## src/rtl/umpa_defs.svh

```systemverilog
// Constants of the addressed multi-drop serial transceiver.
// Assumes inclusion by bare name from the package and the top module.
`ifndef UMPA_DEFS_SVH
`define UMPA_DEFS_SVH
`define UMPA_OFF_DATA 8'h00
`define UMPA_OFF_CTRL 8'h04
`define UMPA_OFF_BAUD 8'h08
`define UMPA_OFF_ISTAT 8'h0C
`define UMPA_OFF_ICLR 8'h10
`define UMPA_OFF_IEN 8'h14
`define UMPA_CTRL_RST 9'h000
`define UMPA_BAUD_RST 12'h000
`define UMPA_IRQ_RST 4'h0
`define UMPA_CS_9BIT 3'h7
`define UMPA_CS_8BIT 3'h3
`define UMPA_MIN_BITS 4'h5
`define UMPA_NINE_BITS 4'h9
`define UMPA_SPB_NORM 5'h10
`define UMPA_SPB_DBL 5'h08
`define UMPA_RXSH_W 4'hA
`endif

```

## src/rtl/umpa_pkg.sv

```systemverilog
// Types of the addressed multi-drop serial transceiver.
// Assumes the defs header sits beside it on the include path.
`include "umpa_defs.svh"
package umpa_pkg;
   typedef struct packed {
      logic [7:0] paddr;
      logic pwrite;
      logic [31:0] pwdata;
      logic psel;
      logic penable;
   } umpa_apb_req_t;
   typedef struct packed {
      logic rx_en;
      logic tx_en;
      logic tx_ninth_bit;
      logic [2:0] char_size_code;
      logic stop_bits_select;
      logic double_speed_sel;
      logic addr_filter_en;
   } umpa_ctrl_t;
   typedef struct packed {
      logic overrun;
      logic frame_err;
      logic tx_complete_flag;
      logic rx_complete_flag;
   } umpa_irq_t;
   typedef enum logic [1:0] {RX_IDLE, RX_START, RX_BITS} umpa_rx_state_t;
   typedef enum logic {TX_IDLE, TX_SEND} umpa_tx_state_t;
endpackage : umpa_pkg

```

## src/rtl/umpa_top.sv

```systemverilog
// Serial transceiver with address-frame filtering, registers on APB.
// Assumes rxd is already synchronous to pclk and idles high.
`timescale 1ns/100ps
`default_nettype none
`include "umpa_defs.svh"

// How it works
// - Transmitted ninth bit equals tx_ninth_bit: 1 address, 0 data.
// - With filter on, address frames are stored and flag completion normally.
// - Filter off accepts data frames; filter on drops them silently.
// - One character-size setting serves both transmitter and receiver.
// - Divisor zero gives the fastest exact rate in each speed mode.
// - Frame type is ninth bit, or first stop bit for short characters.
// - Filter enable affects only the receiver.
module umpa_top (
   input wire logic pclk, // System clock
   input wire logic presetn, // Asynchronous reset, active low
   input wire umpa_pkg::umpa_apb_req_t apb_req, // APB request group
   output var logic [31:0] prdata, // APB read data
   output var logic pready, // APB ready
   output var logic pslverr, // APB error on unmapped address
   input wire logic rxd, // Serial receive line
   output var logic txd, // Serial transmit line
   output var logic irq // Level interrupt
);
   import umpa_pkg::*;

   umpa_ctrl_t ctrl_reg;
   logic [11:0] baud_reg;
   umpa_irq_t irq_stat_reg;
   logic [3:0] ien_reg;
   logic [31:0] prdata_reg;
   logic pready_reg;
   logic pslverr_reg;
   logic irq_reg;
   logic txd_reg;
   logic [11:0] presc_reg;
   umpa_tx_state_t tx_state_reg;
   logic [11:0] tx_shift_reg;
   logic [3:0] tx_left_reg;
   logic [4:0] tx_cnt_reg;
   umpa_rx_state_t rx_state_reg;
   logic [9:0] rx_shift_reg;
   logic [3:0] rx_left_reg;
   logic [4:0] rx_cnt_reg;
   logic [7:0] rx_data_reg;
   logic rx_ninth_reg;

   // Bus decode
   wire logic acc_first = apb_req.psel & apb_req.penable & ~pready_reg;
   wire logic acc_done = apb_req.psel & apb_req.penable & pready_reg;
   wire logic wr_done = acc_done & apb_req.pwrite;
   wire logic rd_done = acc_done & ~apb_req.pwrite;
   wire logic hit_data = apb_req.paddr == `UMPA_OFF_DATA;
   wire logic hit_ctrl = apb_req.paddr == `UMPA_OFF_CTRL;
   wire logic hit_baud = apb_req.paddr == `UMPA_OFF_BAUD;
   wire logic hit_istat = apb_req.paddr == `UMPA_OFF_ISTAT;
   wire logic hit_iclr = apb_req.paddr == `UMPA_OFF_ICLR;
   wire logic hit_ien = apb_req.paddr == `UMPA_OFF_IEN;
   wire logic mapped = hit_data | hit_ctrl | hit_baud | hit_istat | hit_iclr | hit_ien;
   wire logic tx_busy = tx_state_reg == TX_SEND;

   wire logic [31:0] rd_word =
      hit_data ? {23'h000000, rx_ninth_reg, rx_data_reg} :
      hit_ctrl ? {21'h000000, tx_busy, rx_ninth_reg, ctrl_reg} :
      hit_baud ? {20'h00000, baud_reg} :
      hit_istat ? {28'h0000000, irq_stat_reg} :
      hit_ien ? {28'h0000000, ien_reg} : 32'h00000000;

   // Character size shared by both directions
   wire logic [3:0] nbits = (ctrl_reg.char_size_code == `UMPA_CS_9BIT) ? `UMPA_NINE_BITS :
      (ctrl_reg.char_size_code > `UMPA_CS_8BIT) ? `UMPA_MIN_BITS + 4'(`UMPA_CS_8BIT) :
      `UMPA_MIN_BITS + {1'b0, ctrl_reg.char_size_code};
   wire logic nine = nbits == `UMPA_NINE_BITS;

   // Baud prescaler; divisor zero ticks every clock, giving the fastest exact rate
   wire logic tick = presc_reg == 12'h000;
   wire logic [4:0] spb = ctrl_reg.double_speed_sel ? `UMPA_SPB_DBL : `UMPA_SPB_NORM;
   wire logic [4:0] spb_last = spb - 5'h01;
   wire logic [4:0] spb_half = (spb >> 1) - 5'h01;

   // Transmitter: filter setting deliberately not consulted
   wire logic tx_load = wr_done & hit_data & ctrl_reg.tx_en & ~tx_busy;
   wire logic [8:0] tx_word = nine ? {ctrl_reg.tx_ninth_bit, apb_req.pwdata[7:0]} :
      {1'b0, apb_req.pwdata[7:0]};
   wire logic [11:0] tx_low_mask = (12'h001 << (4'(nbits + 4'h1))) - 12'h001;
   wire logic [11:0] tx_frame = ({2'b11, tx_word, 1'b0} & tx_low_mask) | ~tx_low_mask;
   wire logic [3:0] tx_total = 4'(nbits + 4'h1 + {3'h0, ctrl_reg.stop_bits_select});
   wire logic tx_bit_end = tx_busy & tick & (tx_cnt_reg == spb_last);
   wire logic tx_finish = tx_bit_end & (tx_left_reg == 4'h0);

   // Receiver
   wire logic rx_sample = (rx_state_reg == RX_BITS) & tick & (rx_cnt_reg == spb_last);
   wire logic rx_last = rx_sample & (rx_left_reg == 4'h0);
   wire logic [9:0] rx_full = {rxd, rx_shift_reg[9:1]};
   wire logic [9:0] rx_val = rx_full >> (4'(`UMPA_RXSH_W - nbits - 4'h1));
   wire logic rx_stop = rx_val[nbits];
   wire logic rx_type = nine ? rx_val[8] : rx_stop;
   wire logic rx_drop = ctrl_reg.addr_filter_en & ~rx_type;
   wire logic rx_store = rx_last & ~rx_drop;
   wire logic rd_clear = rd_done & hit_data;

   // Sticky events: set wins over the clear of the same cycle
   wire logic [3:0] ev_set = {rx_store & irq_stat_reg.rx_complete_flag & ~rd_clear,
      rx_store & ~rx_stop, tx_finish, rx_store};
   wire logic [3:0] ev_clr = (wr_done & hit_iclr) ? apb_req.pwdata[3:0] : 4'h0;
   wire logic [3:0] irq_stat_next;
   genvar gi;
   generate
      for (gi = 0; gi < 4; gi++) begin : g_irq
         if (gi == 0) begin : g_rxc
            assign irq_stat_next[gi] = ev_set[gi] | (irq_stat_reg[gi] & ~ev_clr[gi] & ~rd_clear);
         end else begin : g_oth
            assign irq_stat_next[gi] = ev_set[gi] | (irq_stat_reg[gi] & ~ev_clr[gi]);
         end
      end
   endgenerate

   always_ff @(posedge pclk or negedge presetn) begin
      if (!presetn) begin
         pready_reg <= 1'b0;
         pslverr_reg <= 1'b0;
         prdata_reg <= 32'h00000000;
      end else begin
         pready_reg <= acc_first;
         pslverr_reg <= acc_first & ~mapped;
         if (acc_first) begin
            prdata_reg <= rd_word;
         end
      end
   end

   always_ff @(posedge pclk or negedge presetn) begin
      if (!presetn) begin
         ctrl_reg <= `UMPA_CTRL_RST;
         baud_reg <= `UMPA_BAUD_RST;
         ien_reg <= `UMPA_IRQ_RST;
         irq_stat_reg <= `UMPA_IRQ_RST;
         irq_reg <= 1'b0;
      end else begin
         if (wr_done & hit_ctrl) begin
            ctrl_reg <= apb_req.pwdata[8:0];
         end
         if (wr_done & hit_baud) begin
            baud_reg <= apb_req.pwdata[11:0];
         end
         if (wr_done & hit_ien) begin
            ien_reg <= apb_req.pwdata[3:0];
         end
         irq_stat_reg <= irq_stat_next;
         irq_reg <= |(irq_stat_next & ien_reg);
      end
   end

   // Prescaler reloads from the divisor, one tick per divisor plus one clocks
   always_ff @(posedge pclk or negedge presetn) begin
      if (!presetn) begin
         presc_reg <= `UMPA_BAUD_RST;
      end else begin
         presc_reg <= tick ? baud_reg : presc_reg - 12'h001;
      end
   end

   always_ff @(posedge pclk or negedge presetn) begin
      if (!presetn) begin
         tx_state_reg <= TX_IDLE;
         tx_shift_reg <= 12'hFFF;
         tx_left_reg <= 4'h0;
         tx_cnt_reg <= 5'h00;
         txd_reg <= 1'b1;
      end else if (tx_load) begin
         tx_state_reg <= TX_SEND;
         tx_shift_reg <= tx_frame;
         tx_left_reg <= tx_total;
         tx_cnt_reg <= 5'h00;
         txd_reg <= 1'b1;
      end else if (tx_busy) begin
         txd_reg <= tx_shift_reg[0];
         if (tick) begin
            tx_cnt_reg <= tx_bit_end ? 5'h00 : tx_cnt_reg + 5'h01;
         end
         if (tx_bit_end) begin
            tx_shift_reg <= {1'b1, tx_shift_reg[11:1]};
            tx_left_reg <= tx_left_reg - 4'h1;
         end
         if (tx_finish) begin
            tx_state_reg <= TX_IDLE;
            txd_reg <= 1'b1;
         end
      end
   end

   // Start is qualified at mid bit; a short glitch returns to idle
   always_ff @(posedge pclk or negedge presetn) begin
      if (!presetn) begin
         rx_state_reg <= RX_IDLE;
         rx_shift_reg <= 10'h000;
         rx_left_reg <= 4'h0;
         rx_cnt_reg <= 5'h00;
      end else begin
         case (rx_state_reg)
            RX_IDLE: begin
               rx_cnt_reg <= 5'h00;
               if (tick & ~rxd & ctrl_reg.rx_en) begin
                  rx_state_reg <= RX_START;
               end
            end
            RX_START: begin
               if (tick) begin
                  rx_cnt_reg <= rx_cnt_reg + 5'h01;
                  if (rx_cnt_reg == spb_half) begin
                     rx_cnt_reg <= 5'h00;
                     rx_left_reg <= nbits;
                     rx_state_reg <= rxd ? RX_IDLE : RX_BITS;
                  end
               end
            end
            RX_BITS: begin
               if (tick) begin
                  rx_cnt_reg <= rx_sample ? 5'h00 : rx_cnt_reg + 5'h01;
               end
               if (rx_sample) begin
                  rx_shift_reg <= rx_full;
                  rx_left_reg <= rx_left_reg - 4'h1;
               end
               if (rx_last) begin
                  rx_state_reg <= RX_IDLE;
               end
            end
            default: begin
               rx_state_reg <= RX_IDLE;
            end
         endcase
      end
   end

   // Only accepted frames reach the buffer
   always_ff @(posedge pclk or negedge presetn) begin
      if (!presetn) begin
         rx_data_reg <= 8'h00;
         rx_ninth_reg <= 1'b0;
      end else if (rx_store) begin
         rx_data_reg <= rx_val[7:0];
         rx_ninth_reg <= nine & rx_val[8];
      end
   end

   assign prdata = prdata_reg;
   assign pready = pready_reg;
   assign pslverr = pslverr_reg;
   assign txd = txd_reg;
   assign irq = irq_reg;
endmodule : umpa_top
`default_nettype wire

```

## config.mk

```make
export PLATFORM = sky130hd
export DESIGN_NAME = umpa_top
export DESIGN_NICKNAME = d
export VERILOG_FILES = /design/src/rtl/umpa_pkg.sv /design/src/rtl/umpa_top.sv
export VERILOG_INCLUDE_DIRS = /design/src /design/src/rtl
export SDC_FILE = /design/constraint.sdc
export NUM_CORES = 1
export LEC_CHECK = 0
export ABC_AREA = 1
export BUFFER_PORTS_ARGS = -buffer_cell sky130_fd_sc_hd__buf_2
export CORE_MARGIN = 3
export CORE_UTILIZATION = 44
export CTS_CLUSTER_SIZE = 25
export DETAILED_ROUTE_END_ITERATION = 10
export GPL_TIMING_DRIVEN = 0
export HOLD_SLACK_MARGIN = 0.15
export SYNTH_ARGS = -nofsm -noshare
export SYNTH_HDL_FRONTEND = slang
export SYNTH_SLANG_ARGS = --single-unit
```

## constraint.sdc

```tcl
create_clock -name pclk -period 4.2 [get_ports pclk]
set_input_delay 0.21 -clock pclk [delete_from_list [all_inputs] [get_ports pclk]]
set_output_delay 0.21 -clock pclk [all_outputs]
set_load 0.02 [all_outputs]
```

==> metrics.md, run 1 <==
| Metric | Value |
|---|---|
| Fin. Hold Viols | `0` |
| H-Tree Depth | `3` |
| Hold path start | `apb_req[3]` |
| Number of enable flip-flop cells after synthesis | `0` |
| DRT antenna net count | `0` |
| Post-route cell area | `0.00733 mm²` |
| RD Place Congestion | `0.888` |
| Vias in the first global route | `5570` |
| Core ar. | `0.0141 mm²` |
| Critical Path Start Type | `flop` |
| Worst Clk Skew | `0.0116 ns` |
| Setup tns final | `0 ns` |
| RSZ-0062 raised after global routing | `no` |
| Remaining DRCs | `0` |
| DRT Wirelength | `17000 µm` |
| Pwr dens | `325 mW/mm²` |
| Slowest stage cell, crit path | `dfrtp_1` |
| Diodes inserted | `0` |
| Leakage | `3.58 nW` |
| HP Class | `in2reg` |
| Slew @ Worst Pin | `0.960 ns` |
| CTS Buf Count | `9` |
| Sequential area share after synthesis | `41.5%` |
| Clock power share | `37.1%` |
| Starting Density | `45.5%` |
| Gate power share | `16.8%` |
| Max stage delay on crit path | `0.46 ns` |
| Async set-reset flop share out of synthesis | `100%` |
| Worst r2r src | `ctrl_reg[4]$_DFFE_PN0P_` |
| Placed Area | `0.00695 mm²` |
| Vias per cell | `5.29` |
| Clock Latency Late Sink | `0.36 ns` |
| DR vias | `5728` |
| Dpl hpwl | `12900 µm` |
| Wire per inst | `15.7 µm` |
| CTS resizes | `0` |
| Top cells by area, synth | `dfrtp_1 37%, nand2_1 12%, inv_1 5.6%` |
| Sw Share | `29.0%` |
| Data required time of the worst path | `4.45 ns` |
| Post-synth top area share | `37.0%` |
| DIE AREA | `0.0161 mm²` |
| CP Class | `reg2reg` |
| Hold Buf Count CTS | `7` |
| Final period utilization | `85.8%` |
| Worst Path Max Fanout | `12` |
| Overflow left after global routing | `0` |
| Peak VDD IR | `0.181 mV` |
| Row count | `43` |
| R2R setup slack | `0.60 ns` |
| Dominant cell type by area after synthesis | `dfrtp_1` |
| Iter 0 DRT Violations | `459` |
| Worst reg2reg path depth | `26` |
| Layout Nets | `968` |
| Initial antenna violation count | `0` |
| Most frequent CP cell | `nand2_1` |
| Mapped cell area | `0.00642 mm²` |
| Slew headroom | `35.4%` |
| Root Buffer | `clkbuf_16` |
| # IOs | `82` |
| Final Core Density | `52.0%` |
| Synth Register Bits | `106` |
| Max-Cap Viols | `0` |
| Tmin final | `3.60 ns` |
| Sequential share of power | `46.1%` |
| GRT Util Overall | `21.5%` |
| DRT Pass-1 Iters | `5` |
| Internal power | `0.00169 W` |
| CP Capture Type | `flop` |
| Die height | `127 µm` |
| Cells after synthesis | `819` |
| Status | `finished, final reports clean` |
| Worst Path Arrival | `3.85 ns` |
| PortBufs | `41` |
| Maximum buffer depth of the clock tree | `2` |
| Hold Path End | `tx_shift_reg[2]$_DFFE_PN1P_` |
| Layout area overhead | `14.1%` |
| Largest net degree at the start of global routing | `60` |
| FF-to-FF End | `rx_data_reg[4]$_DFFE_PN0N_` |
| Syn_area_per_cell | `7.84 µm²` |
| Worst hold slack | `0.182 ns` |
| Distinct cells, synth | `56` |
| Finish-stage setup viols | `0` |
| Worst hold path cell count | `3` |
| Synth warnings | `0` |
| Fraction of layout cells with a size suffix above 1 | `15.3%` |
| First-pass GRT wire length | `27700 µm` |
| TritonCTS clock tree | `done` |
| Post-CTS Setup Bufs | `0` |
| Synth Flop Type | `dfrtp_1` |
| Clk sinks | `106` |
| Fmax | `0.277 GHz` |
| Worst-path clk slew | `0.07 ns` |
| Max-slew violations | `0` |
| Die Width | `127 µm` |
| Sw Pwr | `0.000691 W` |
-- metal layers --
metal / track usage (%) / share of wire (%) / up-vias
met3: 4.25 / 4.6 / 19
met4: 6.06 / 1.8 / 0
met2: 35.8 / 47 / 146
met5: 0 / 0 / -
met1: 28.5 / 46 / 2754
li1: - / - / 2809
-- worst max-delay path by stage --
| stage | cells past startpoint | start | slack, ns | end |
|---|---|---|---|---|
| after floorplan | 26 | ctrl_reg[3]$_DFFE_PN0P_ | 1.03 | rx_data_reg[4]$_DFFE_PN0N_ |
| after global placement | 26 | ctrl_reg[4]$_DFFE_PN0P_ | 0.64 | rx_data_reg[6]$_DFFE_PN0N_ |
| after detailed placement | 26 | ctrl_reg[3]$_DFFE_PN0P_ | 0.62 | rx_data_reg[4]$_DFFE_PN0N_ |
| after CTS | 26 | ctrl_reg[3]$_DFFE_PN0P_ | 0.59 | rx_data_reg[4]$_DFFE_PN0N_ |
| after global routing | 25 | ctrl_reg[3]$_DFFE_PN0P_ | 0.29 | irq$_DFF_PN0_ |
| final | 26 | ctrl_reg[4]$_DFFE_PN0P_ | 0.60 | rx_data_reg[4]$_DFFE_PN0N_ |
-- worst max-delay path: cells and delay by family, from the launching register on --
family,cells,cell delay (ns)
buffers and inverters,6,0.77
DFF,1,0.46
AOI/OAI and AO/OA,2,0.28
adders and majority gates,3,0.71
and+or+nand+nor,15,1.27
-- cells in the final DEF, fill, tap and decap left out, types with 3 or more instances in the layout --
cell / n
a21o_1: 3
a21oi_1: 36
a221oi_1: 7
and2_1: 3
and3_1: 4
buf_2: 41
buf_4: 23
buf_6: 4
clkbuf_1: 10
clkbuf_16: 9
conb_1: 20
dfrtp_1: 95
dfstp_2: 11
dlygate4sd3_1: 7
ha_1: 24
inv_1: 96
inv_2: 4
nand2_1: 197
nand2_2: 10
nand2_4: 4
nand3_1: 52
nand4_1: 5
nor2_1: 61
nor2_2: 6
nor3_1: 17
nor3b_1: 3
nor4_1: 6
o211ai_1: 10
o21a_1: 3
o21ai_0: 70
o21ai_2: 5
o31ai_1: 3
xnor2_1: 5
xor2_1: 8
-- stage by stage --
stage	power, W	std cells	worst slack (ns)
4_1_cts	0.00240	1083	0.590
5_1_grt	0.00251	1083	0.286
3_5_place_dp	0.00151	1060	0.620
6_report	0.00238	1083	0.595
3_3_place_gp	0.00149	1059	0.640
2_1_floorplan	0.00139	838	1.03
-- cell usage after synthesis (4+ instances only) --
library cell / number
inv_2: 4
nand2_4: 4
a221oi_1: 7
xnor2_1: 5
buf_4: 22
buf_6: 4
nand4_1: 5
nand2_1: 197
nor4_1: 6
a21oi_1: 36
nand3_1: 52
nor3_1: 17
inv_1: 96
and3_1: 4
nor2_2: 6
o21ai_0: 70
nand2_2: 10
dfstp_2: 11
xor2_1: 8
ha_1: 24
o21ai_2: 5
clkbuf_1: 9
dfrtp_1: 95
o211ai_1: 10
nor2_1: 61
-- power groups by stage --
stage / Clock [W] / Sequential, W / Combinational [W]
after floorplan: 0 / 0.00111 / 0.000279
after global placement: 0 / 0.00111 / 0.000377
after detailed placement: 0 / 0.00112 / 0.000398
after CTS: 0.000900 / 0.00110 / 0.000405
after global routing: 0.000942 / 0.00110 / 0.000464
final: 0.000884 / 0.00110 / 0.000401
-- cells by family after synthesis --
group	share of synthesized area, %
other cells	0.0584
xor+xnor	2.63
fa+ha+maj	4.68
compound gates	14.8
buf+inv	9.94
flops	41.5
simple gates	26.3
-- layout make-up --
class | instances | area [µm²]
Fill cell | 1346 | 6770
Clock buffer | 11 | 243
Sequential cell | 106 | 2670
Buffer | 36 | 249
Clock inverter | 5 | 62.6
Multi-Input combinational cell | 593 | 3190
Tap cell | 180 | 225
Timing Repair Buffer | 49 | 305
Inverter | 103 | 389
Note: power is estimated with default switching activity, not from simulation.
==> inputs of run 2 (changes only) <==
--- a/config.mk
+++ b/config.mk
@@ -6,9 +6,7 @@
 export SDC_FILE = /design/constraint.sdc
 export NUM_CORES = 1
 export LEC_CHECK = 0
-export ABC_AREA = 1
 export BUFFER_PORTS_ARGS = -buffer_cell sky130_fd_sc_hd__buf_2
-export CORE_MARGIN = 3
 export CORE_UTILIZATION = 44
 export CTS_CLUSTER_SIZE = 25
 export DETAILED_ROUTE_END_ITERATION = 10
==> run 2 against run 1 <==
Effect of this change: highest routed layer unchanged; wire length down 7.1%; first-iteration DRC count down 25%; synthesized cell count down 21%; worst hold slack worse by 0.025 ns; global-route usage up 0.88 points; via count down 9.4%; cell count down 16%; total power up 6.8%; combinational power up 3%; worst setup slack worse by 0.39 ns.
==> metrics.md, run 2 <==
| Metric | Value |
|---|---|
| Critical Path Source | `ctrl_reg[3]$_DFFE_PN0P_` |
| First-pass GRT wire length | `25700 µm` |
| Distinct cells, synth | `72` |
| Initial antenna violation count | `0` |
| DRT Pass-1 Iters | `5` |
| Final period utilization | `95.1%` |
| Pwr dens | `350 mW/mm²` |
| Peak VDD IR | `0.201 mV` |
| Wire per inst | `17.3 µm` |
| Mapped cell area | `0.00633 mm²` |
| Core ar. | `0.0139 mm²` |
| DIE AREA | `0.0149 mm²` |
| Worst r2r src | `ctrl_reg[3]$_DFFE_PN0P_` |
| Critical Path Start Type | `flop` |
| PnR worst setup slack | `0.207 ns` |
| Number of enable flip-flop cells after synthesis | `0` |
| Worst Clk Skew | `0.00829 ns` |
| Commonest cells post-synth | `95 x dfrtp_1, 61 x nand2_1, 49 x nor2_1` |
| DRT Wirelength | `15800 µm` |
| Syn_area_per_cell | `9.74 µm²` |
| Place WS | `-0.313 ns` |
| Commonest non-fill, non-tap cell in the layout | `dfrtp_1` |
| HP Class | `in2reg` |
| Slew headroom | `40.7%` |
| Data required time of the worst path | `4.44 ns` |
| Remaining DRCs | `0` |
| Most frequent cells in the layout | `93 x dfrtp_1, 61 x nand2_1, 48 x nor2_1` |
| Max-Cap Viols | `0` |
| Dpl hpwl | `11800 µm` |
| PortBufs | `38` |
| Clk sinks | `106` |
| Status | `finished, final reports clean` |
| Post-synth top area share | `37.5%` |
| RD Place Congestion | `0.911` |
| DRT antenna net count | `0` |
| Worst Path Max Fanout | `10` |
| Worst Path Arrival | `4.23 ns` |
| Die Width | `122 µm` |
| Fmax | `0.250 GHz` |
| Synth Flop Type | `dfrtp_1` |
| CP Capture Type | `flop` |
| Root Buffer | `clkbuf_16` |
| GRT Util Overall | `22.4%` |
| Dominant cell type by area after synthesis | `dfrtp_1` |
| Cells after synthesis | `650` |
| RSZ-0062 raised after global routing | `no` |
| CTS Buf Count | `9` |
| Tmin final | `3.99 ns` |
| Layout Nets | `795` |
| Async set-reset flop share out of synthesis | `100%` |
| Finish-stage setup viols | `0` |
| Fin. Hold Viols | `0` |
| Fraction of layout cells with a size suffix above 1 | `21.6%` |
| TritonCTS clock tree | `done` |
| Clock Latency Late Sink | `0.35 ns` |
| FF-to-FF End | `rx_data_reg[1]$_DFFE_PN0N_` |
| Slew @ Worst Pin | `0.878 ns` |
| Synth Register Bits | `106` |
| Iter 0 DRT Violations | `343` |
| Max-slew violations | `0` |
| DR vias | `5188` |
| Worst reg2reg path depth | `14` |
| Row count | `43` |
| Vias per cell | `5.70` |
| Top-count cell post-synth | `dfrtp_1` |
| Vias in the first global route | `4947` |
| R2R setup slack | `0.21 ns` |
| Crit path capture | `rx_data_reg[1]$_DFFE_PN0N_` |
| Starting Density | `45.4%` |
| Maximum buffer depth of the clock tree | `2` |
| H-Tree Depth | `3` |
| Leakage | `3.32 nW` |
| Diodes inserted | `0` |
| Synth warnings | `0` |
| Worst-path clk slew | `0.07 ns` |
| Top cells by area, synth | `dfrtp_1 38%, mux2_2 6.0%, ha_1 4.7%` |
| # IOs | `82` |
| Sequential area share after synthesis | `42.1%` |
| Placed Area | `0.00685 mm²` |
| Overflow left after global routing | `0` |
| Layout area overhead | `14.9%` |
| CP Class | `reg2reg` |
| Largest net degree at the start of global routing | `74` |
| Post-route cell area | `0.00728 mm²` |
| Die height | `122 µm` |
-- run 2: cell types whose count changed in the layout (fill, tap and decap cells not counted), sizes merged, moves of 12 or more --
cell	delta
mux2i	+24
inv	-77
o31ai	+12
o21ai	-35
nor2	-18
mux2	+41
nand2	-150
nand3	-37
-- run 2: power by group --
group	total, W	switching [W]	internal, W	leakage [nW]
logic	0.000415	0.000245	0.000170	1.84
clock network	0.000918	0.000394	0.000524	0.145
registers	0.00121	0.0000924	0.00112	1.34
-- run 2: how the worst min path moves through the flow --
stage / startpoint / endpoint / slack [ns] / cells past startpoint
floorplan: presetn / baud_reg[0]$_DFFE_PN0P_ / -0.09 / 0
finish: apb_req[8] / tx_shift_reg[7]$_DFFE_PN1P_ / 0.16 / 3
detailed placement: presetn / baud_reg[9]$_DFFE_PN0P_ / 0.20 / 1
CTS: apb_req[8] / tx_shift_reg[7]$_DFFE_PN1P_ / 0.16 / 3
global placement: apb_req[12] / baud_reg[10]$_DFFE_PN0P_ / 0.45 / 2
global route: apb_req[9] / ctrl_reg[7]$_DFFE_PN0P_ / 0.16 / 2
-- run 2: cell families (layout without fill, tap and decap cells) --
| logic type | Yosys count | count (layout) | share of synthesized area (%) |
|---|---|---|---|
| buffers and inverters | 74 | 135 | 5.81 |
| AO/OA/AOI/OAI | 159 | 159 | 16.5 |
| multiplexers | 68 | 68 | 12.5 |
| AND/OR/NAND/NOR | 196 | 196 | 15.0 |
| other | 1 | 20 | 0.0592 |
| flip-flops | 106 | 106 | 42.1 |
| XOR/XNOR | 22 | 22 | 3.28 |
| adder cells (fa/ha/maj) | 24 | 24 | 4.74 |
-- run 2: what timing repair did --
action,4_1_cts,5_1_grt
gates cloned,0,0
buffers inserted,1,1
hold buffers,5,0
resized for setup,4,8
endpoints found under the hold margin,38,0
pin swaps,1,0
setup endpoints to repair,8,10
-- run 2: through the flow --
step	setup TNS [ns]	hold WS (ns)	power (W)	util, %	instances
2_1_floorplan	0	-0.0856	0.00150	-	669
3_3_place_gp	-0.277	0.447	0.00161	48.9	887
3_5_place_dp	-0.958	0.199	0.00163	49.2	888
4_1_cts	0	0.155	0.00256	51.9	910
5_1_grt	0	0.160	0.00267	52.2	910
6_report	0	0.157	0.00254	52.2	910
-- run 2: worst max-delay path, stage by stage (launching register included) --
cell and delay (ns):
dfrtp_2 0.47, ha_1 0.26, ha_1 0.20, nor2b_1 0.18, o21a_1 0.26, inv_1 0.28, ha_2 0.31, inv_2 0.08
xnor2_4 0.28, mux2i_2 0.28, nor3_1 0.10, or4_4 0.44, a31oi_4 0.22, buf_6 0.19, mux2_4 0.31
-- run 2: layer usage --
layer	GRT usage [%]	share of wire [%]	up-vias	routed length, µm
li1	-	-	2467	-
met1	30.6	47	2546	7430
met2	35.2	46	147	7200
met3	2.67	4.3	28	675
met4	10.7	2.9	0	456
met5	0	0	-	0
-- run 2: area by class of cell --
class / instances / area, µm²
buffer: 47 / 269
fill: 1298 / 6660
inverter: 26 / 97.6
multi-input combinational: 489 / 3410
timing repair buffer: 46 / 289
tap: 180 / 225
clock buffer: 10 / 229
sequential: 106 / 2670
clock inverter: 6 / 91.3
